===== src/hw/umcl_pkg.sv =====
// constants for the handshake, line and modem status block
`default_nettype none
package umcl_pkg;
  // ************************************************************
  // register offsets and widths
  // ************************************************************
  localparam logic [2:0] ADDR_HOC = 3'h4; // handshake_output_control
  localparam logic [2:0] ADDR_LCF = 3'h5; // line_condition_flags
  localparam logic [2:0] ADDR_HIF = 3'h6; // handshake_input_flags
  localparam int         DW       = 8;
  localparam logic [7:0] HOC_RST  = 8'h00;
  localparam logic [7:0] HOC_MASK = 8'h9f; // bits 5 and 6 read zero
  // ************************************************************
  // field positions
  // ************************************************************
  localparam int HOC_DTR  = 0;
  localparam int HOC_RTS  = 1;
  localparam int HOC_AUXA = 2;
  localparam int HOC_AUXB = 3;
  localparam int HOC_LOOP = 4;
  localparam int HOC_OSC  = 7;
  localparam int IE_RX    = 0;
  localparam int IE_TX_HOLDING_EMPTY  = 1;
  localparam int IE_LINE  = 2;
  localparam int IE_MDM   = 3;
  // ************************************************************
  // timing
  // ************************************************************
  localparam int CLK_HZ  = 25_000_000;
  localparam int BAUD_HZ = 9600;
  localparam int BIT_CYC = CLK_HZ / BAUD_HZ; // rounds down
  localparam int RX_W    = 11;                // data, parity, stop, break
  // ************************************************************
  // state encodings
  // ************************************************************
  typedef enum logic [5:0] {
    RX_IDLE  = 6'b000001,
    RX_START = 6'b000010,
    RX_DATA  = 6'b000100,
    RX_PAR   = 6'b001000,
    RX_STOP  = 6'b010000,
    RX_HIGH  = 6'b100000
  } umcl_rx_t;
  typedef enum logic [4:0] {
    TX_IDLE  = 5'b00001,
    TX_START = 5'b00010,
    TX_DATA  = 5'b00100,
    TX_PAR   = 5'b01000,
    TX_STOP  = 5'b10000
  } umcl_tx_t;
endpackage
`default_nettype wire


===== src/hw/umcl_top.sv =====
// handshake control, line status and modem status logic of a serial port
`default_nettype none
module umcl_top
  import umcl_pkg::*;
#(
  parameter int BIT_CYCLES = BIT_CYC,
  parameter bit PROCESSOR_RESET_OUTPUT_VAR   = 1'b0,
  parameter bit SMALL_PKG  = 1'b0
) (
  input  wire logic          clk_i,
  input  wire logic          rst_n_i,
  input  wire logic          ce_i,
  input  wire logic [2:0]    addr_i,
  input  wire logic          cs_i,
  input  wire logic          rd_i,
  input  wire logic          wr_i,
  input  wire logic [DW-1:0] wdata_i,
  output logic      [DW-1:0] rdata_o,
  input  wire logic [3:0]    ier_i,
  input  wire logic          enh_mode_i,
  input  wire logic          fifo_mode_i,
  input  wire logic          parity_en_i,
  input  wire logic          parity_even_i,
  input  wire logic          set_break_i,
  input  wire logic [7:0]    tx_data_i,
  input  wire logic          tx_valid_i,
  output logic               tx_ready_o,
  output logic [7:0]         rx_data_o,
  output logic               rx_valid_o,
  input  wire logic          rx_ready_i,
  input  wire logic          serial_rx_pin_i,
  output logic               serial_tx_pin_o,
  input  wire logic          cts_n_i,
  input  wire logic          dsr_n_i,
  input  wire logic          ri_n_i,
  input  wire logic          dcd_n_i,
  output logic               dtr_n_o,
  output logic               rts_n_o,
  output logic               aux_output_a_n_o,
  output logic               aux_output_b_n_o,
  output logic               processor_reset_output_o,
  output logic               interrupt_pin_o,
  output logic               interrupt_pin_oe_o,
  output logic               osc_enable_o
);
  localparam logic [15:0] BITC = 16'(BIT_CYCLES - 1);
  localparam logic [15:0] HALF = 16'(BIT_CYCLES / 2 - 1);

  // ************************************************************
  // pin synchronisers
  // ************************************************************
  // order: rx, dcd, ri, dsr, cts; idle level is high
  logic [4:0] s1_reg, s2_reg, s3_reg, pin_reg;
  logic [4:0] agree;
  assign agree = ~(s2_reg ^ s3_reg);
  always_ff @(posedge clk_i or negedge rst_n_i) begin
    if (!rst_n_i) begin
      s1_reg  <= 5'h1f;
      s2_reg  <= 5'h1f;
      s3_reg  <= 5'h1f;
      pin_reg <= 5'h1f;
    end else if (ce_i) begin
      s1_reg  <= {serial_rx_pin_i, dcd_n_i, ri_n_i, dsr_n_i, cts_n_i};
      s2_reg  <= s1_reg;
      s3_reg  <= s2_reg;
      pin_reg <= (pin_reg & ~agree) | (s3_reg & agree); // glitch filter
    end
  end

  // ************************************************************
  // handshake outputs and modem status sources
  // ************************************************************
  logic [7:0] hoc_reg;
  logic       loop;
  logic [3:0] act;        // dcd, ri, dsr, cts as active-high
  logic       tx_line_reg;
  logic       rx_in;
  assign loop = hoc_reg[HOC_LOOP];
  assign dtr_n_o          = loop | ~hoc_reg[HOC_DTR];
  assign rts_n_o          = loop | ~hoc_reg[HOC_RTS];
  assign aux_output_a_n_o = loop | ~hoc_reg[HOC_AUXA];
  assign aux_output_b_n_o = loop | ~hoc_reg[HOC_AUXB];
  // reset output only exists on that variant; held low otherwise
  assign processor_reset_output_o = PROCESSOR_RESET_OUTPUT_VAR & hoc_reg[HOC_AUXA];
  assign osc_enable_o = ~(enh_mode_i & hoc_reg[HOC_OSC]);
  // loopback reroutes status from control bits
  assign act = loop ? {hoc_reg[HOC_AUXB], hoc_reg[HOC_AUXA], hoc_reg[HOC_DTR],
                       hoc_reg[HOC_RTS]} : ~pin_reg[3:0];
  assign serial_tx_pin_o = loop | (tx_line_reg & ~set_break_i);
  assign rx_in = loop ? tx_line_reg : pin_reg[4];

  // ************************************************************
  // receive fifo storage (shared by both modes)
  // ************************************************************
  logic [RX_W-1:0] rxm_reg [2];
  logic [RX_W-1:0] rxm_next [2];
  logic            rrp_reg, rrp_next;
  logic [1:0]      rcnt_reg, rcnt_next;
  logic            rx_push;
  logic [RX_W-1:0] rx_word;
  logic            rx_full, rx_pop;
  assign rx_full    = fifo_mode_i ? (rcnt_reg == 2'd2) : (rcnt_reg != 2'd0);
  assign rx_valid_o = (rcnt_reg != 2'd0);
  assign rx_data_o  = rxm_reg[rrp_reg][7:0];
  assign rx_pop     = rx_valid_o & rx_ready_i;

  // ************************************************************
  // receiver state machine
  // ************************************************************
  umcl_rx_t    rst_reg, rst_next;
  logic [15:0] rc_reg, rc_next;
  logic [2:0]  rb_reg, rb_next;
  logic [7:0]  rd_reg, rdn;
  logic        rz_reg, rz_next;   // every sample so far was zero
  logic        rpe_reg, rpe_next;
  logic        rtick;
  assign rtick = (rc_reg == 16'h0000);
  always_comb begin
    rst_next = rst_reg;
    rc_next  = rtick ? 16'h0000 : rc_reg - 16'h0001;
    rb_next  = rb_reg;
    rdn      = rd_reg;
    rz_next  = rz_reg;
    rpe_next = rpe_reg;
    rx_push  = 1'b0;
    rx_word  = '0;
    case (rst_reg)
      RX_IDLE: begin
        if (!rx_in) begin
          rst_next = RX_START;
          rc_next  = HALF;
        end
      end
      RX_START: begin
        if (rtick) begin
          rst_next = rx_in ? RX_IDLE : RX_DATA; // false start rejected
          rc_next  = BITC;
          rb_next  = 3'd0;
          rz_next  = 1'b1;
          rpe_next = 1'b0;
        end
      end
      RX_DATA: begin
        if (rtick) begin
          rdn     = {rx_in, rd_reg[7:1]};
          rz_next = rz_reg & ~rx_in;
          rc_next = BITC;
          rb_next = rb_reg + 3'd1;
          if (rb_reg == 3'd7) begin
            rst_next = parity_en_i ? RX_PAR : RX_STOP;
          end
        end
      end
      RX_PAR: begin
        if (rtick) begin
          rpe_next = rx_in != (parity_even_i ? ^rd_reg : ~^rd_reg);
          rz_next  = rz_reg & ~rx_in;
          rc_next  = BITC;
          rst_next = RX_STOP;
        end
      end
      RX_STOP: begin
        if (rtick) begin
          rx_push = 1'b1;
          rc_next = BITC;
          if (rx_in) begin
            rx_word  = {1'b0, 1'b0, rpe_reg, rd_reg};
            rst_next = RX_IDLE;
          end else if (rz_reg) begin
            // line low for a whole character: one zero entry
            rx_word  = {1'b1, 1'b0, 1'b0, 8'h00};
            rst_next = RX_HIGH;
          end else begin
            // bad stop taken as next start bit, go straight to data
            rx_word  = {1'b0, 1'b1, rpe_reg, rd_reg};
            rst_next = RX_DATA;
            rb_next  = 3'd0;
            rz_next  = 1'b1;
            rpe_next = 1'b0;
          end
        end
      end
      RX_HIGH: begin
        if (rx_in) begin
          rst_next = RX_IDLE;
        end
      end
      default: rst_next = RX_IDLE;
    endcase
  end
  always_ff @(posedge clk_i or negedge rst_n_i) begin
    if (!rst_n_i) begin
      rst_reg <= RX_IDLE;
      rc_reg  <= 16'h0000;
      rb_reg  <= 3'd0;
      rd_reg  <= 8'h00;
      rz_reg  <= 1'b0;
      rpe_reg <= 1'b0;
    end else if (ce_i) begin
      rst_reg <= rst_next;
      rc_reg  <= rc_next;
      rb_reg  <= rb_next;
      rd_reg  <= rdn;
      rz_reg  <= rz_next;
      rpe_reg <= rpe_next;
    end
  end

  // ************************************************************
  // transmit buffer and shifter
  // ************************************************************
  logic [7:0] txm_reg [2];
  logic [7:0] txm_next [2];
  logic       twp_reg, twp_next, trp_reg, trp_next;
  logic [1:0] tcnt_reg, tcnt_next;
  umcl_tx_t   tst_reg, tst_next;
  logic [15:0] tc_reg, tc_next;
  logic [2:0] tb_reg, tb_next;
  logic [7:0] ts_reg, ts_next;
  logic       tl_next, tpar_reg, tpar_next;
  logic       tx_push, tx_load, tx_holding_empty, tx_all_empty;
  assign tx_ready_o = fifo_mode_i ? (tcnt_reg != 2'd2) : (tcnt_reg == 2'd0);
  assign tx_push    = tx_valid_i & tx_ready_o;
  assign tx_load    = (tst_reg == TX_IDLE) & (tcnt_reg != 2'd0);
  // trigger level is one entry, so empty below it
  assign tx_holding_empty = (tcnt_reg == 2'd0);
  assign tx_all_empty = tx_holding_empty & (tst_reg == TX_IDLE);
  always_comb begin
    txm_next  = txm_reg;
    twp_next  = twp_reg;
    trp_next  = trp_reg;
    tcnt_next = tcnt_reg;
    tst_next  = tst_reg;
    tc_next   = (tc_reg == 16'h0000) ? 16'h0000 : tc_reg - 16'h0001;
    tb_next   = tb_reg;
    ts_next   = ts_reg;
    tl_next   = tx_line_reg;
    tpar_next = tpar_reg;
    if (tx_push) begin
      txm_next[twp_reg] = tx_data_i; // holding write clears the empty flag
      twp_next          = ~twp_reg;
    end
    if (tx_load) begin
      trp_next = ~trp_reg;
    end
    tcnt_next = tcnt_reg + {1'b0, tx_push} - {1'b0, tx_load};
    case (tst_reg)
      TX_IDLE: begin
        if (tx_load) begin
          ts_next   = txm_reg[trp_reg];
          tpar_next = parity_even_i ? ^txm_reg[trp_reg] : ~^txm_reg[trp_reg];
          tl_next   = 1'b0;
          tc_next   = BITC;
          tst_next  = TX_START;
        end
      end
      TX_START: begin
        if (tc_reg == 16'h0000) begin
          tl_next  = ts_reg[0];
          tb_next  = 3'd0;
          tc_next  = BITC;
          tst_next = TX_DATA;
        end
      end
      TX_DATA: begin
        if (tc_reg == 16'h0000) begin
          tc_next = BITC;
          tb_next = tb_reg + 3'd1;
          ts_next = {1'b0, ts_reg[7:1]};
          if (tb_reg == 3'd7) begin
            tl_next  = parity_en_i ? tpar_reg : 1'b1;
            tst_next = parity_en_i ? TX_PAR : TX_STOP;
          end else begin
            tl_next = ts_reg[1];
          end
        end
      end
      TX_PAR: begin
        if (tc_reg == 16'h0000) begin
          tl_next  = 1'b1;
          tc_next  = BITC;
          tst_next = TX_STOP;
        end
      end
      TX_STOP: begin
        if (tc_reg == 16'h0000) begin
          tst_next = TX_IDLE;
        end
      end
      default: tst_next = TX_IDLE;
    endcase
  end
  always_ff @(posedge clk_i or negedge rst_n_i) begin
    if (!rst_n_i) begin
      txm_reg     <= '{default: 8'h00};
      twp_reg     <= 1'b0;
      trp_reg     <= 1'b0;
      tcnt_reg    <= 2'd0;
      tst_reg     <= TX_IDLE;
      tc_reg      <= 16'h0000;
      tb_reg      <= 3'd0;
      ts_reg      <= 8'h00;
      tx_line_reg <= 1'b1;
      tpar_reg    <= 1'b0;
    end else if (ce_i) begin
      txm_reg     <= txm_next;
      twp_reg     <= twp_next;
      trp_reg     <= trp_next;
      tcnt_reg    <= tcnt_next;
      tst_reg     <= tst_next;
      tc_reg      <= tc_next;
      tb_reg      <= tb_next;
      ts_reg      <= ts_next;
      tx_line_reg <= tl_next;
      tpar_reg    <= tpar_next;
    end
  end

  // ************************************************************
  // registers, sticky flags and receive fifo update
  // ************************************************************
  logic [3:0] err_reg, err_next;   // break, frame, parity, overrun
  logic [3:0] dlt_reg, dlt_next;   // dcd change, ring going active, dsr change, cts change
  logic [3:0] act_reg;
  logic [7:0] rdata_next, hoc_next, lcf, hif;
  logic       rd_lcf, rd_hif, rx_ok, head_new, fifo_err;
  logic [RX_W-1:0] head_w;
  assign rd_lcf = cs_i & rd_i & (addr_i == ADDR_LCF);
  assign rd_hif = cs_i & rd_i & (addr_i == ADDR_HIF);
  assign rx_ok  = rx_push & ~rx_full;
  // errors of stored entries, in fifo mode only; bit 7 drops once none remain
  assign fifo_err = fifo_mode_i & (
    ((rcnt_reg != 2'd0) & (|rxm_reg[rrp_reg][10:8])) |
    ((rcnt_reg == 2'd2) & (|rxm_reg[~rrp_reg][10:8])));
  assign lcf = {fifo_err, tx_all_empty, tx_holding_empty, err_reg, rx_valid_o};
  assign hif = {act, dlt_reg};
  // an entry becomes head: empty fill, or pop exposing the next
  assign head_new = (rx_ok & ((rcnt_reg == 2'd0) | (rx_pop & (rcnt_reg == 2'd1))))
                  | (rx_pop & (rcnt_reg == 2'd2));
  assign head_w = (rx_pop & (rcnt_reg == 2'd2)) ? rxm_reg[~rrp_reg] : rx_word;
  always_comb begin
    hoc_next   = hoc_reg;
    rdata_next = rdata_o;
    rxm_next   = rxm_reg;
    rrp_next   = rrp_reg;
    rcnt_next  = rcnt_reg + {1'b0, rx_ok} - {1'b0, rx_pop};
    err_next   = rd_lcf ? 4'h0 : err_reg;
    dlt_next   = rd_hif ? 4'h0 : dlt_reg;
    if (cs_i & wr_i & (addr_i == ADDR_HOC)) begin
      hoc_next = wdata_i & HOC_MASK;
    end
    if (cs_i & rd_i) begin
      case (addr_i)
        ADDR_HOC: rdata_next = hoc_reg;
        ADDR_LCF: rdata_next = lcf;
        ADDR_HIF: rdata_next = hif;
        default:  rdata_next = 8'h00; // other offsets live elsewhere
      endcase
    end
    if (rx_ok) begin
      rxm_next[rrp_reg ^ (rcnt_reg != 2'd0)] = rx_word;
    end
    if (rx_pop) begin
      rrp_next = ~rrp_reg;
    end
    // setting beats the read clear in the same cycle
    if (rx_push & rx_full) begin
      err_next[0] = 1'b1;
    end
    if (head_new) begin
      err_next[3:1] = err_next[3:1] | head_w[10:8];
    end
    dlt_next[0] = dlt_next[0] | (act[0] ^ act_reg[0]);
    dlt_next[1] = dlt_next[1] | (act[1] ^ act_reg[1]);
    dlt_next[2] = dlt_next[2] | (act[2] & ~act_reg[2]);
    dlt_next[3] = dlt_next[3] | (act[3] ^ act_reg[3]);
  end
  always_ff @(posedge clk_i or negedge rst_n_i) begin
    if (!rst_n_i) begin
      hoc_reg  <= HOC_RST;
      rdata_o  <= 8'h00;
      rxm_reg  <= '{default: '0};
      rrp_reg  <= 1'b0;
      rcnt_reg <= 2'd0;
      err_reg  <= 4'h0;
      dlt_reg  <= 4'h0;
      act_reg  <= 4'h0;
    end else if (ce_i) begin
      hoc_reg  <= hoc_next;
      rdata_o  <= rdata_next;
      rxm_reg  <= rxm_next;
      rrp_reg  <= rrp_next;
      rcnt_reg <= rcnt_next;
      err_reg  <= err_next;
      dlt_reg  <= dlt_next;
      act_reg  <= act;
    end
  end

  // ************************************************************
  // interrupt request pin
  // ************************************************************
  // enables come from the separate enable register, also in loopback
  assign interrupt_pin_o = (ier_i[IE_LINE] & (|err_reg))
                         | (ier_i[IE_TX_HOLDING_EMPTY] & tx_holding_empty)
                         | (ier_i[IE_MDM] & (|dlt_reg))
                         | (ier_i[IE_RX] & rx_valid_o);
  assign interrupt_pin_oe_o = SMALL_PKG ? hoc_reg[HOC_AUXB] : 1'b1;
endmodule
`default_nettype wire


===== config.mk =====
export PLATFORM = sky130hd
export DESIGN_NAME = umcl_top
export DESIGN_NICKNAME = d
export VERILOG_FILES = /design/src/hw/umcl_pkg.sv /design/src/hw/umcl_top.sv
export SDC_FILE = /design/constraint.sdc
export NUM_CORES = 1
export LEC_CHECK = 0
export BUFFER_PORTS_ARGS = -buffer_cell sky130_fd_sc_hd__buf_2
export CAP_MARGIN = 15
export CELL_PAD_IN_SITES_DETAIL_PLACEMENT = 1
export CELL_PAD_IN_SITES_GLOBAL_PLACEMENT = 1
export CORE_ASPECT_RATIO = 0.6
export CORE_MARGIN = 2
export CORE_UTILIZATION = 50
export CTS_BUF_LIST = sky130_fd_sc_hd__clkbuf_8
export DETAILED_ROUTE_END_ITERATION = 16
export PLACE_DENSITY = 0.93
export SLEW_MARGIN = 20
export SYNTH_ARGS = -nofsm -noshare
export SYNTH_HDL_FRONTEND = slang
export SYNTH_SLANG_ARGS = --single-unit

===== constraint.sdc =====
create_clock -name clk_i -period 5.1 [get_ports clk_i]
set_input_delay 0 -clock clk_i [delete_from_list [all_inputs] [get_ports clk_i]]
set_output_delay 0 -clock clk_i [all_outputs]
set_load 0.02 [all_outputs]

== After elaboration in Yosys (flattened, before gate mapping) ==
Cells that the tools add are included.
Cells by class
  eq/ne operators: 36
  reduce and logical (&&, ||, !) cells: 43
  $lt $le $gt $ge: 7
  mux-type cells: 91
  bitwise logic cells: 69
  $add $sub $neg: 8
Operator list (number)
  2-to-1 mux 11 bit: 12
  2-to-1 mux 16 bit: 6
  one-hot mux 16 bit (2 select lines): 2
  2-to-1 mux 6 bit: 9
  2-to-1 mux 8 bit: 6
  2-to-1 mux 5 bit: 8
  one-hot mux 6 bit (6 select lines): 1
  zero test 16 bit: 2
  != test 2 bit, second input constant: 16
  subtractor 16 x 1 -> 16 bit, second input constant: 2
  2-to-1 mux 3 bit: 9
  AND 1 bit: 25
  one-hot mux 5 bit (5 select lines): 1
  one-hot mux 8 bit (3 select lines): 1
  2-to-1 mux 1 bit: 23
  bitwise mux 22 bit: 1
  AND reduction 7 bit: 3
  bitwise mux 16 bit: 1
  one-hot mux 8 bit (2 select lines): 1
  XNOR reduction 8 bit: 2
  XOR reduction 8 bit: 2
  == test 3 bit, second input constant: 5
  OR 1 bit: 15
  AND reduction 2 bit: 7
  48 further kinds: 94
Storage, ports and cells
  flip-flop bits (word level): 160
  logic and storage cells: 285
  output and inout port bits: 27

== Longest topological paths before layout ==
Gate-level depths: netlist (run 1).
  depth after elaboration: 10
  mapped depth: 12
  mapped depth without buffers: 12

== Worst setup path before layout (run 1) ==
Ideal clock, no wire load.
  path kind: register -> register
  start point: register rc_reg[10]
  end point: register rcnt_reg[0]
  setup time: 0.125 ns
  buffers on the path: 0
  setup slack: 2.888 ns
  arrival time: 2.087 ns
  required time: 4.975 ns
  clock period less this slack: 2.212 ns
  stages on the path, launching flop included: 9
  path through: dfrtp_1 -> nor4_1 -> nand4_1 -> nor2_1 -> nand2_1 -> ha_1 -> inv_1 -> ha_1 -> mux2_2
Between the ends
  longest elaborated chain between the ends: 6
RTL lines
  start, declared: RTL line umcl_top.sv:111  | logic [15:0] rc_reg, rc_next;
  start signal, assigned: RTL line umcl_top.sv:201  | rc_reg <= rc_next;
  zero test 16 bit: RTL line umcl_top.sv:117  | assign rtick = (rc_reg == 16'h0000);
  2-to-1 mux 1 bit: RTL line umcl_top.sv:163  | if (rtick) begin
  2-to-1 mux 1 bit: RTL line umcl_top.sv:127  | case (rst_reg)
  AND 1 bit: RTL line umcl_top.sv:330  | assign rx_ok = rx_push & ~rx_full;
  adder 2 x 1 -> 2 bit: RTL line umcl_top.sv:346  | rcnt_next = rcnt_reg + {1'b0, rx_ok} - {1'b0, rx_pop};
  subtractor 2 x 1 -> 2 bit: RTL line umcl_top.sv:346
  via rcnt_next[0]: RTL line umcl_top.sv:98  | logic [1:0] rcnt_reg, rcnt_next;
  end signal, assigned: RTL line umcl_top.sv:393  | rcnt_reg <= rcnt_next;
  end, declared: RTL line umcl_top.sv:98
The timed path passes the listed nets, and every way through them passes these cells.
A chain may end at the register's enable or synchronous reset.

== Worst setup path in the final report (run 1) ==
  start point: register tcnt_reg[0]
  end point: register tcnt_reg[1]
Between the ends
  longest elaborated chain between the ends: 5
  elaborated cells on any way between the ends: 8
  those cells by class: add/sub: 2; eq/ne: 1; mux: 1; bitwise: 2; reduce/logical: 2
RTL lines
  start, declared: RTL line umcl_top.sv:215  | logic [1:0] tcnt_reg, tcnt_next;
  start signal, assigned: RTL line umcl_top.sv:309  | tcnt_reg <= tcnt_next;
  != test 2 bit / zero test 2 bit (equally long branches): RTL line umcl_top.sv:222  | assign tx_ready_o = fifo_mode_i ? (tcnt_reg != 2'd2) : (tcnt_reg == 2'd0);
  2-to-1 mux 1 bit: RTL line umcl_top.sv:222
  AND 1 bit: RTL line umcl_top.sv:223  | assign tx_push = tx_valid_i & tx_ready_o;
  adder 2 x 1 -> 2 bit: RTL line umcl_top.sv:246  | tcnt_next = tcnt_reg + {1'b0, tx_push} - {1'b0, tx_load};
  subtractor 2 x 1 -> 2 bit (*): RTL line umcl_top.sv:246
Every way passes the cells marked *; elsewhere a longest branch is shown, timed or not.

==> summary.md, run 1 <==
| Metric | Value |
|---|---|
| Cell Area, Synth | 8538 sq um |
| Max Clk Rate | 299.2 MHz |
| Vias per cell | 6.735 |
| # nets final | 959 |
| Mapped Avg Cell Area | 10.21 sq um |
| Count of pins over their slew limit | 0 |
| Tightest Pin Transition | 1.058 ns |
| Buffers on Ports | 63 |
| Crit path arrival time | 3.75 ns |
| Crit path time final | 3.343 ns |
| RSZ-0062 raised after global routing | false |
| Core Rows | 36 |
| DR vias | 7,739 |
| CP Max Fanout | 8 |
| GR Util All Layers | 35.36% |
| Critical path class | flop to flop |
| DR DRC count | 0 |
| DRT Pass-1 Iters | 5 |
| Post-route ant nets | 0 |
| HPWL Detailed | 16,700 um |
| Switching power share of the total | 44.17% |
| Syn-to-layout area delta | 12.31% |
| Vias in the first global route | 8,007 |
| Worst Skew | 0.04219 ns |
| Core area | 16,490 sq um |
| Clock slew at reported path FFs | 0.11 ns |
| Setup TNS | 0 ns |
| Final Setup Violations | 0 |
| First-pass GRT wire length | 49,020 um |
| Clock buffer count from CTS | 17 |
| I/O Pins | 68 |
| Synthesized flop and latch total | 160 |
| Synth Flop Type | dfrtp_1 |
| Die area | 18,170 sq um |
| Fraction of layout cells with a size suffix above 1 | 23.39% |
| Peak VDD IR | 326.8 uV |
| CP Capture Type | flop |
| Seq/Total Area, Yosys | 47.23% |
| Starting Density | 51.79% |
| TritonCTS clock tree | yes |
| Drt wl/cell | 27.76 um |
| Combinational share of power | 38.1% |
| Leak | 4.230 nW |
| Clock Tree Buf Depth | 2 |
| Routed WL | 31,900 um |
| Maximum capacitance violations | 0 |
| Ratio of final minimum period to clock period | 65.54% |
| Post-Synthesis Cells | 836 |
| Largest net degree at the start of global routing | 114 |
| Clk pwr share | 19.9% |
| Synth cell types | 82 |
| Root Buffer | clkbuf_8 |
| Status | completed |
| Clock Latency Late Sink | 0.51 ns |
| Final Hold Fails | 0 |
| Most common cell after layout, fill and taps aside | dfrtp_1 |
| Worst R2R Setup Slack | 1.76 ns |
| Hold/Removal Path Class | primary input to flop |
| Critical Path RT | 5.50 ns |
| Pwr/cell area | 509.9 nW/um^2 |
| PostCTS Resize Cnt | 0 |
| Fin cells | 1,149 |
| Post-synth EDFFs | 0 |
| Placed Cells | 1,091 |
| Total grt overflow | 0 |
| Internal power | 2.729 mW |
| Seq pwr share | 41.9% |
| Die Y | 105.2 um |
| Sw power | 2.160 mW |
| Initial drt markers | 974 |
| Antenna violations before repair | 3 |
| Ys async rst share | 100.0% |
| Worst slew margin | 29.23% |
| CP Launch Type | flop |
| Synth Warn # | 0 |
| Die width | 172.7 um |
| Clk sinks | 160 |
| Max FFs per register | 22 |
| Post-synthesis net count | 889 |
| H-tree Lvls | 4 |
| Most frequent cells in the layout | 137 x dfrtp_1, 92 x nand2_1, 75 x o21ai_0, 68 x mux2_2, 61 x buf_2 |
| RePlAce Congestion | 0.8133 |
critical path, cell delays in order, from the launching register on:
cell	delay, ns
dfrtp_1	0.49
nor2_1	0.65
nand3b_1	0.38
clkinv_1	0.41
ha_1	0.43
inv_1	0.08
ha_1	0.19
xor2_1	0.24
nand2_1	0.15
xnor2_1	0.25
area by class of cell:
class / count / area, sq um
flip-flops and latches: 160 / 4033
diodes: 2 / 5.005
well taps: 228 / 285.3
clock inverters: 14 / 111.4
clock buffers: 18 / 247.7
inverters: 30 / 112.6
repair buffers: 89 / 576.8
fillers: 1798 / 6897
multi-input cells: 608 / 4218
cells by family (layout without fill, tap and decap cells):
logic type      after synthesis  in the layout  share of synthesized area [%]
buf+inv                      68            151                          3.385
mux                         102            102                          13.07
simple gates                266            266                          16.08
compound gates              189            189                          14.43
fa+ha+maj                    12             12                          1.758
flops                       160            160                          47.23
xor+xnor                     37             37                          3.957
other cells                   2              4                        0.08796
cell usage after synthesis, types with 4 or more instances:
cell type | n | area share [%]
nor3b_1 | 4 | 0.35
nand3_1 | 23 | 1.3
nand4_1 | 10 | 0.73
inv_1 | 29 | 1.3
xnor2_1 | 21 | 2.2
o21ai_0 | 75 | 4.4
nor4_1 | 5 | 0.37
dfstp_2 | 23 | 7.1
clkbuf_1 | 24 | 1.1
a22o_1 | 9 | 0.92
or2_2 | 4 | 0.29
a21oi_1 | 38 | 2.2
a21boi_0 | 4 | 0.35
or3_1 | 6 | 0.44
o21a_1 | 5 | 0.44
nand2b_1 | 14 | 1.0
ha_1 | 12 | 1.8
nor2b_1 | 8 | 0.59
mux2_2 | 68 | 9.0
buf_1 | 5 | 0.22
nor2_1 | 44 | 1.9
nand2_1 | 92 | 4.0
o22ai_1 | 7 | 0.51
and3_1 | 10 | 0.73
xor2_1 | 15 | 1.5
o22a_1 | 4 | 0.41
buf_4 | 4 | 0.35
mux2i_1 | 32 | 3.8
nor3_1 | 16 | 0.94
dfrtp_1 | 137 | 40
o31ai_1 | 4 | 0.35
path summary, 6_finish.rpt:
| check | cells after the start | startpoint | to |
|---|---|---|---|
| worst max-delay path | 9 | tcnt_reg[0] | tcnt_reg[1] |
| worst min-delay path | 4 | addr_i[2] | err_reg[0] |
| worst max register to register | 9 | tcnt_reg[0] | tcnt_reg[1] |
| worst min register to register | 1 | tb_reg[1] | tb_reg[1] |
| max in group asynchronous | 3 | rst_n_i | rc_reg[13] |
| min in group asynchronous | 2 | rst_n_i | txm_reg[8] |
metrics by stage:
stage | setup slack (ns) | instance area [sq um] | utilization [%] | power [mW] | hold WS (ns)
3_3_place_gp | 2.220 | 8986 | 54.51 | 3.485 | 0.2078
4_1_cts | 2.011 | 9575 | 58.08 | 4.637 | 0.03033
5_1_grt | 1.661 | 9589 | 58.17 | 5.065 | 0.08083
2_1_floorplan | 2.888 | 8538 | - | 3.132 | -0.2956
6_report | 1.757 | 9589 | 58.17 | 4.889 | 0.09196
3_5_place_dp | 2.073 | 8986 | 54.51 | 3.629 | 0.2120
layer usage:
metal	vias up	routed length (um)	global-route usage, %
li1	3142	-	-
met1	3882	12590	44.95
met2	546	14460	56.40
met3	169	2948	9.163
met4	0	1903	17.98
met5	-	0	0
power groups by stage:
stage | Sequential (mW) | Clock [mW] | Combinational, mW
after floorplan | 1.83 | 0 | 1.30
after global placement | 1.96 | 0 | 1.53
after detailed placement | 1.99 | 0 | 1.64
after CTS | 1.99 | 0.928 | 1.72
after global routing | 2.07 | 1.01 | 1.98
final | 2.05 | 0.973 | 1.86
timing repair:
item / 4_1_cts / 5_1_grt
hold buffers: 23 / 0
hold endpoints to repair: 121 / 0
buffers inserted: 0 / 0
No activity file was read; power rests on OpenSTA's default activity.
==> run 2: changes to the inputs <==
CORE_UTILIZATION = 49   (was 50)
PLACE_DENSITY = 0.92   (was 0.93)
clock period = 3.27 ns   (was 5.1 ns; I/O delays follow)
==> summary.md, run 2 (synthesized netlist as in run 1, its figures left out) <==
| Metric | Value |
|---|---|
| First-pass GRT wire length | 48,270 um (-1.5%) |
| Max Clk Rate | 338.9 MHz (+13%) |
| Die area | 18,530 sq um (+2.0%) |
| CP Max Fanout | 9 (+1) |
| Most common cell after layout, fill and taps aside | dfrtp_1 |
| Met3 Resource Use GR | 8.798% (-0.36 points) |
| Count of pins over their slew limit | 0 (unchanged) |
| Total grt overflow | 0 (unchanged) |
| Crit path arrival time | 3.34 ns (-0.41 ns) |
| TritonCTS clock tree | yes |
| Clock Latency Late Sink | 0.51 ns (about the same) |
| Buffers on Ports | 63 (unchanged) |
| GRT met1 Usage | 44.20% (-0.75 points) |
| Hold/Removal Path Class | primary input to flop |
| GR Util All Layers | 34.50% (-0.86 points) |
| Reg2Reg Depth | 5 (-4) |
| Die width | 174.4 um (+0.99%) |
| DR DRC count | 0 (unchanged) |
| Clock buffer count from CTS | 17 (unchanged) |
| HPWL Detailed | 17,260 um (+3.3%) |
| Core area | 17,080 sq um (+3.6%) |
| Drt wl/cell | 26.45 um (-4.7%) |
| Root Buffer | clkbuf_8 |
| Most frequent cells in the layout | 137 x dfrtp_1, 92 x nand2_1, 75 x o21ai_0, 68 x mux2_2, 61 x buf_2 |
| I/O Pins | 68 (unchanged) |
| Final Hold Fails | 0 (unchanged) |
| Vias per cell | 6.575 (-2.4%) |
| Starting Density | 49.98% (-1.8 points) |
| PostCTS Resize Cnt | 0 (unchanged) |
| Crit path time final | 2.950 ns (-0.3923 ns) |
| Maximum capacitance violations | 0 (unchanged) |
| Setup TNS | 0 ns (unchanged) |
| Critical Path RT | 3.66 ns (-1.84 ns) |
| Syn-to-layout area delta | 14.30% |
| Clock Tree Buf Depth | 2 (unchanged) |
| Number of fill cells | 1,840 (+2.3%) |
| Postcts setup bufs | 0 (unchanged) |
| Vias in the first global route | 8,008 (+0.012%) |
| Post-route ant nets | 0 (unchanged) |
| Grt peak-use layer | met2 |
| Multi-input gate area | 4217 sq um (about the same) |
| Clock slew at reported path FFs | 0.12 ns (about the same) |
| Peak VDD IR | 534.2 uV (+63%) |
| Leak | 4.327 nW (+2.3%) |
| Worst slew margin | 39.00% (+9.8 points) |
| Core Rows | 37 (+2.8%) |
| RePlAce Congestion | 0.8511 (+4.6%) |
| Final Setup Violations | 0 (unchanged) |
| Final hold slack | 0.06483 ns (-0.02713 ns) |
| Ratio of final minimum period to clock period | 90.22% (+25 points) |
| Fraction of layout cells with a size suffix above 1 | 24.54% (+1.1 points) |
| Tightest Pin Transition | 0.9150 ns (-0.1426 ns) |
| CP Launch Type | flop |
| Met2 Resource Use GR | 54.14% (-2.3 points) |
| H-tree Lvls | 4 (unchanged) |
| CP Capture Type | flop |
| Worst Skew | 0.02725 ns (-0.01494 ns) |
| Max FFs per register | 22 (unchanged) |
| Status | completed |
| Hold path depth | 4 (unchanged) |
| Die Y | 106.3 um (+0.98%) |
| Ant. Diodes | 0 (-2) |
| DRT Pass-1 Iters | 5 (unchanged) |
| Pwr/cell area | 788.1 nW/um^2 (+55%) |
| Pwr Total | 7.691 mW (+57%) |
| RSZ-0062 raised after global routing | false |
| Largest net degree at the start of global routing | 96 (-16%) |
| Clk sinks | 160 (unchanged) |
| Critical path class | flop to flop |
| Routed WL | 30,870 um (-3.2%) |
| Initial drt markers | 843 (-13%) |
| DR vias | 7,673 (-0.85%) |
| Antenna violations before repair | 0 (-3) |
| FF/Latch Area | 4033 sq um (unchanged) |
| # nets final | 973 (+1.5%) |
-- run 2: changes by cell type in the layout (fill, tap and decap cells not counted), moves of 2 or more --
cell / previous run / this run
buf_4: 3 / 16
clkbuf_8: 19 / 17
clkinv_8: 0 / 2
clkinvlp_4: 4 / 1
diode_2: 2 / 0
dlygate4sd3_1: 23 / 25
inv_1: 31 / 29
inv_8: 3 / 7
-- run 2: final timing paths --
kind                             start          to  slack, ns
max                          rc_reg[7]  err_reg[1]       0.32
min                        fifo_mode_i  rdata_o[7]       0.06
max reg2reg                  rc_reg[7]  err_reg[1]       0.32
min reg2reg                 rxm_reg[2]  rxm_reg[2]       0.50
max in group asynchronous      rst_n_i  rst_reg[0]       2.16
min in group asynchronous      rst_n_i  txm_reg[9]       0.19
-- run 2: area by class of cell --
cell class | count | area share [%]
clock buffer | 17 | 2.397
sequential | 160 | 41.32
tap | 234 | 3.000
multi-input combinational | 608 | 43.21
clock inverter | 15 | 1.885
inverter | 30 | 1.154
timing repair buffer | 103 | 7.038
-- run 2: routing by layer --
metal  share of wire (%)  vias to the layer above
li1                    -                     3164
met1                  41                     3869
met2                  45                      498
met3                 8.5                      142
met4                 5.4                        0
met5                   0                        -
-- run 2: power by group --
part | total, mW | internal (mW) | switching, mW
logic | 2.86 | 1.24 | 1.63
clock network | 1.65 | 0.656 | 0.990
registers | 3.18 | 2.48 | 0.707
-- run 2: critical path, stage by stage, from the launching register on --
cell and delay (ns):
dfrtp_1 0.43, nor4_2 0.68, nand4_1 0.30, a211oi_2 0.80
nand2_1 0.27, o21ai_0 0.37
-- run 2: metrics by stage --
step,setup WS [ns],util (%),instances,cell area (sq um)
2_1_floorplan,1.058,-,836,8538
5_1_grt,0.1802,57.13,1167,9759
4_1_cts,0.4740,57.13,1167,9759
3_5_place_dp,0.5608,53.22,1110,9091
3_3_place_gp,0.7645,53.22,1110,9091
6_report,0.3197,57.13,1167,9759
-- run 2: timing repair --
item	in CTS	in global routing
hold buffers	25	0
endpoints found under the setup margin	0	0
hold endpoints to repair	103	0
==> run 3: changes to the inputs <==
--- a/config.mk
+++ b/config.mk
@@ -15,4 +15,5 @@
 export CTS_BUF_LIST = sky130_fd_sc_hd__clkbuf_8
 export DETAILED_ROUTE_END_ITERATION = 16
+export HOLD_SLACK_MARGIN = 0.1
 export PLACE_DENSITY = 0.92
 export SLEW_MARGIN = 20
==> constraint.sdc (replaced) <==
create_clock -name clk_i -period 3.27 [get_ports clk_i]
set_input_delay 0 -clock clk_i [delete_from_list [all_inputs] [get_ports clk_i]]
set_output_delay 0 -clock clk_i [all_outputs]
set_load 0.01 [all_outputs]
==> summary.md, run 3 (synthesized netlist as in run 1, its figures left out) <==
| Metric | Value |
|---|---|
| Status | completed |
| Vias per cell | 6.719 (+2.2%) |
| Clock buffer count from CTS | 17 (unchanged) |
| Most frequent cells in the layout | 137 x dfrtp_1, 92 x nand2_1, 75 x o21ai_0, 68 x mux2_2, 61 x buf_2 |
| Syn-to-layout area delta | 14.21% (about the same) |
| Critical Path RT | 3.69 ns (+0.03 ns) |
| Core Rows | 37 (unchanged) |
| Clock slew at reported path FFs | 0.11 ns (about the same) |
| Hold_buf cts | 29 (+16%) |
| CP Capture Type | flop |
| DRT Pass-1 Iters | 6 (+1) |
| Final Setup Violations | 0 (unchanged) |
| Clk pwr share | 20.1% (-1.3 points) |
| WP buf/inv | 1 (+1) |
| Combinational share of power | 37.9% (+0.7 points) |
| I/O Pins | 68 (unchanged) |
| First-pass GRT wire length | 51,170 um (+6.0%) |
| HPWL Detailed | 18,000 um (+4.3%) |
| Hold/Removal Path Class | primary input to flop |
| Buffers on Ports | 63 (unchanged) |
| Seq pwr share | 41.9% (+0.5 points) |
| Routed WL | 32,690 um (+5.9%) |
| Clock Latency Late Sink | 0.50 ns (about the same) |
| Initial drt markers | 1,038 (+23%) |
| Placed Cells | 1,110 (unchanged) |
| Peak VDD IR | 503.5 uV (-5.8%) |
| Clk sinks | 160 (unchanged) |
| Final Hold Fails | 0 (unchanged) |
| Sw power | 3.237 mW (-2.6%) |
| Internal power | 4.355 mW (-0.30%) |
| Largest net degree at the start of global routing | 96 (unchanged) |
| CP Max Fanout | 8 (-1) |
| Maximum capacitance violations | 0 (unchanged) |
| Clock Tree Buf Depth | 2 (unchanged) |
| Worst path slowest cell | nor4_2 |
| Core area | 17,080 sq um (unchanged) |
| Die area | 18,530 sq um (unchanged) |
| Vias in the first global route | 8,256 (+3.1%) |
| Post-route ant nets | 0 (unchanged) |
| TritonCTS clock tree | yes |
| Postcts setup bufs | 0 (unchanged) |
| Die width | 174.4 um (unchanged) |
| FF/Latch Area | 4033 sq um (unchanged) |
| Leak | 4.327 nW (about the same) |
| Fraction of layout cells with a size suffix above 1 | 24.12% (-0.42 points) |
| Total grt overflow | 0 (unchanged) |
| Most common cell after layout, fill and taps aside | dfrtp_1 |
| PostCTS Resize Cnt | 0 (unchanged) |
| Pwr/cell area | 778.5 nW/um^2 (-1.2%) |
| Worst path max stage delay | 0.67 ns (-0.13 ns) |
| Max FFs per register | 22 (unchanged) |
| Count of pins over their slew limit | 0 (unchanged) |
| # nets final | 977 (+0.41%) |
| Post-Route Utilization | 57.09% (about the same) |
| DR DRC count | 0 (unchanged) |
| Switching power share of the total | 42.63% (-0.57 points) |
| Worst setup margin | 0.3574 ns (+0.03776 ns) |
| Root Buffer | clkbuf_8 |
| Worst slack, placed | 0.6358 ns (+0.07497 ns) |
| Crit path time final | 2.913 ns (-0.03776 ns) |
| RSZ-0062 raised after global routing | false |
| Critical path class | flop to flop |
| Crit-path leading delay family | simple AND/OR/NAND/NOR gates |
| Number of fill cells | 1,831 (-0.49%) |
| Worst Skew | 0.02640 ns (-0.0008576 ns) |
| Fin cells | 1,171 (+0.34%) |
| Starting Density | 49.98% (unchanged) |
| RePlAce Congestion | 0.8513 (about the same) |
| DR vias | 7,868 (+2.5%) |
| Worst-path cell chain | nor4_2, nand4_1, nor2_1, nand2_1, ha_1, inv_1, ha_1, xor2_1, nand2_1, xnor2_1 |
| Setup TNS | 0 ns (unchanged) |
| Drt wl/cell | 27.92 um (+5.5%) |
| CP Launch Type | flop |
| Antenna violations before repair | 1 (+1) |
| Max Clk Rate | 343.3 MHz (+1.3%) |
| Worst slew margin | 37.57% (-1.4 points) |
| Multi-input gate area | 4217 sq um (unchanged) |
| Pwr Total | 7.592 mW (-1.3%) |
| Die Y | 106.3 um (unchanged) |
| Ratio of final minimum period to clock period | 89.07% (-1.2 points) |
| GR Util All Layers | 36.64% (+2.1 points) |
| Tightest Pin Transition | 0.9364 ns (+0.02138 ns) |
| Crit path arrival time | 3.33 ns (about the same) |
| H-tree Lvls | 4 (unchanged) |
| Ant. Diodes | 0 (unchanged) |
==> run 3: changes by cell type in the layout (fill, tap and decap cells not counted), sizes merged <==
cell,change
inv,-3
clkinvlp,+2
clkinv,-1
clkbuf,+2
dlygate4sd3,+4
==> run 3: tightest hold or removal path: stages <==
cell and delay, ns:
buf_4 0.14, or3b_2 0.20, o31ai_1 0.07, a21oi_1 0.15
==> run 3: per-layer routing <==
layer / routed length, um / track usage (%) / vias to the layer above / share of wire [%]
met5: 13 / 0 / - / 0.040
met3: 2804 / 9.013 / 187 / 8.6
met4: 2003 / 21.31 / 2 / 6.1
met1: 12780 / 46.22 / 3961 / 39
met2: 15090 / 57.85 / 549 / 46
li1: - / - / 3169 / -
==> run 3: layout make-up <==
type                       instances  area share (%)
sequential                       160           41.35
tap                              234           3.002
timing repair buffer             107           7.454
inverter                          30           1.155
clock buffer                      19           2.682
clock inverter                    13           1.116
multi-input combinational        608           43.24
==> run 3: power by group through the flow <==
stage,sequential (mW),clock (mW),combinational (mW)
after CTS,3.09,1.46,2.67
after detailed placement,3.12,0,2.61
after floorplan,2.84,0,2.00
after global placement,3.05,0,2.38
final,3.18,1.53,2.88
after global routing,3.22,1.60,3.07
==> run 3: worst paths after layout <==
path                       startpoint     endpoint  depth (start not counted)  slack [ns]
setup / recovery            rc_reg[7]  rcnt_reg[1]                         10        0.36
hold / removal                   ce_i    tc_reg[6]                          4        0.13
setup reg to reg            rc_reg[7]  rcnt_reg[1]                         10        0.36
hold reg to reg            rxm_reg[2]   rxm_reg[2]                          2        0.50
max in group asynchronous     rst_n_i   rst_reg[0]                          3        2.20
min in group asynchronous     rst_n_i  txm_reg[14]                          2        0.15
==> run 3: metrics by stage <==
stage / hold WS, ns / cell area [sq um]
after global placement: 0.1534 / 9091
after CTS: 0.1032 / 9752
after floorplan: -0.2956 / 8538
final: 0.1266 / 9752
after global routing: 0.1614 / 9752
after detailed placement: 0.1515 / 9091
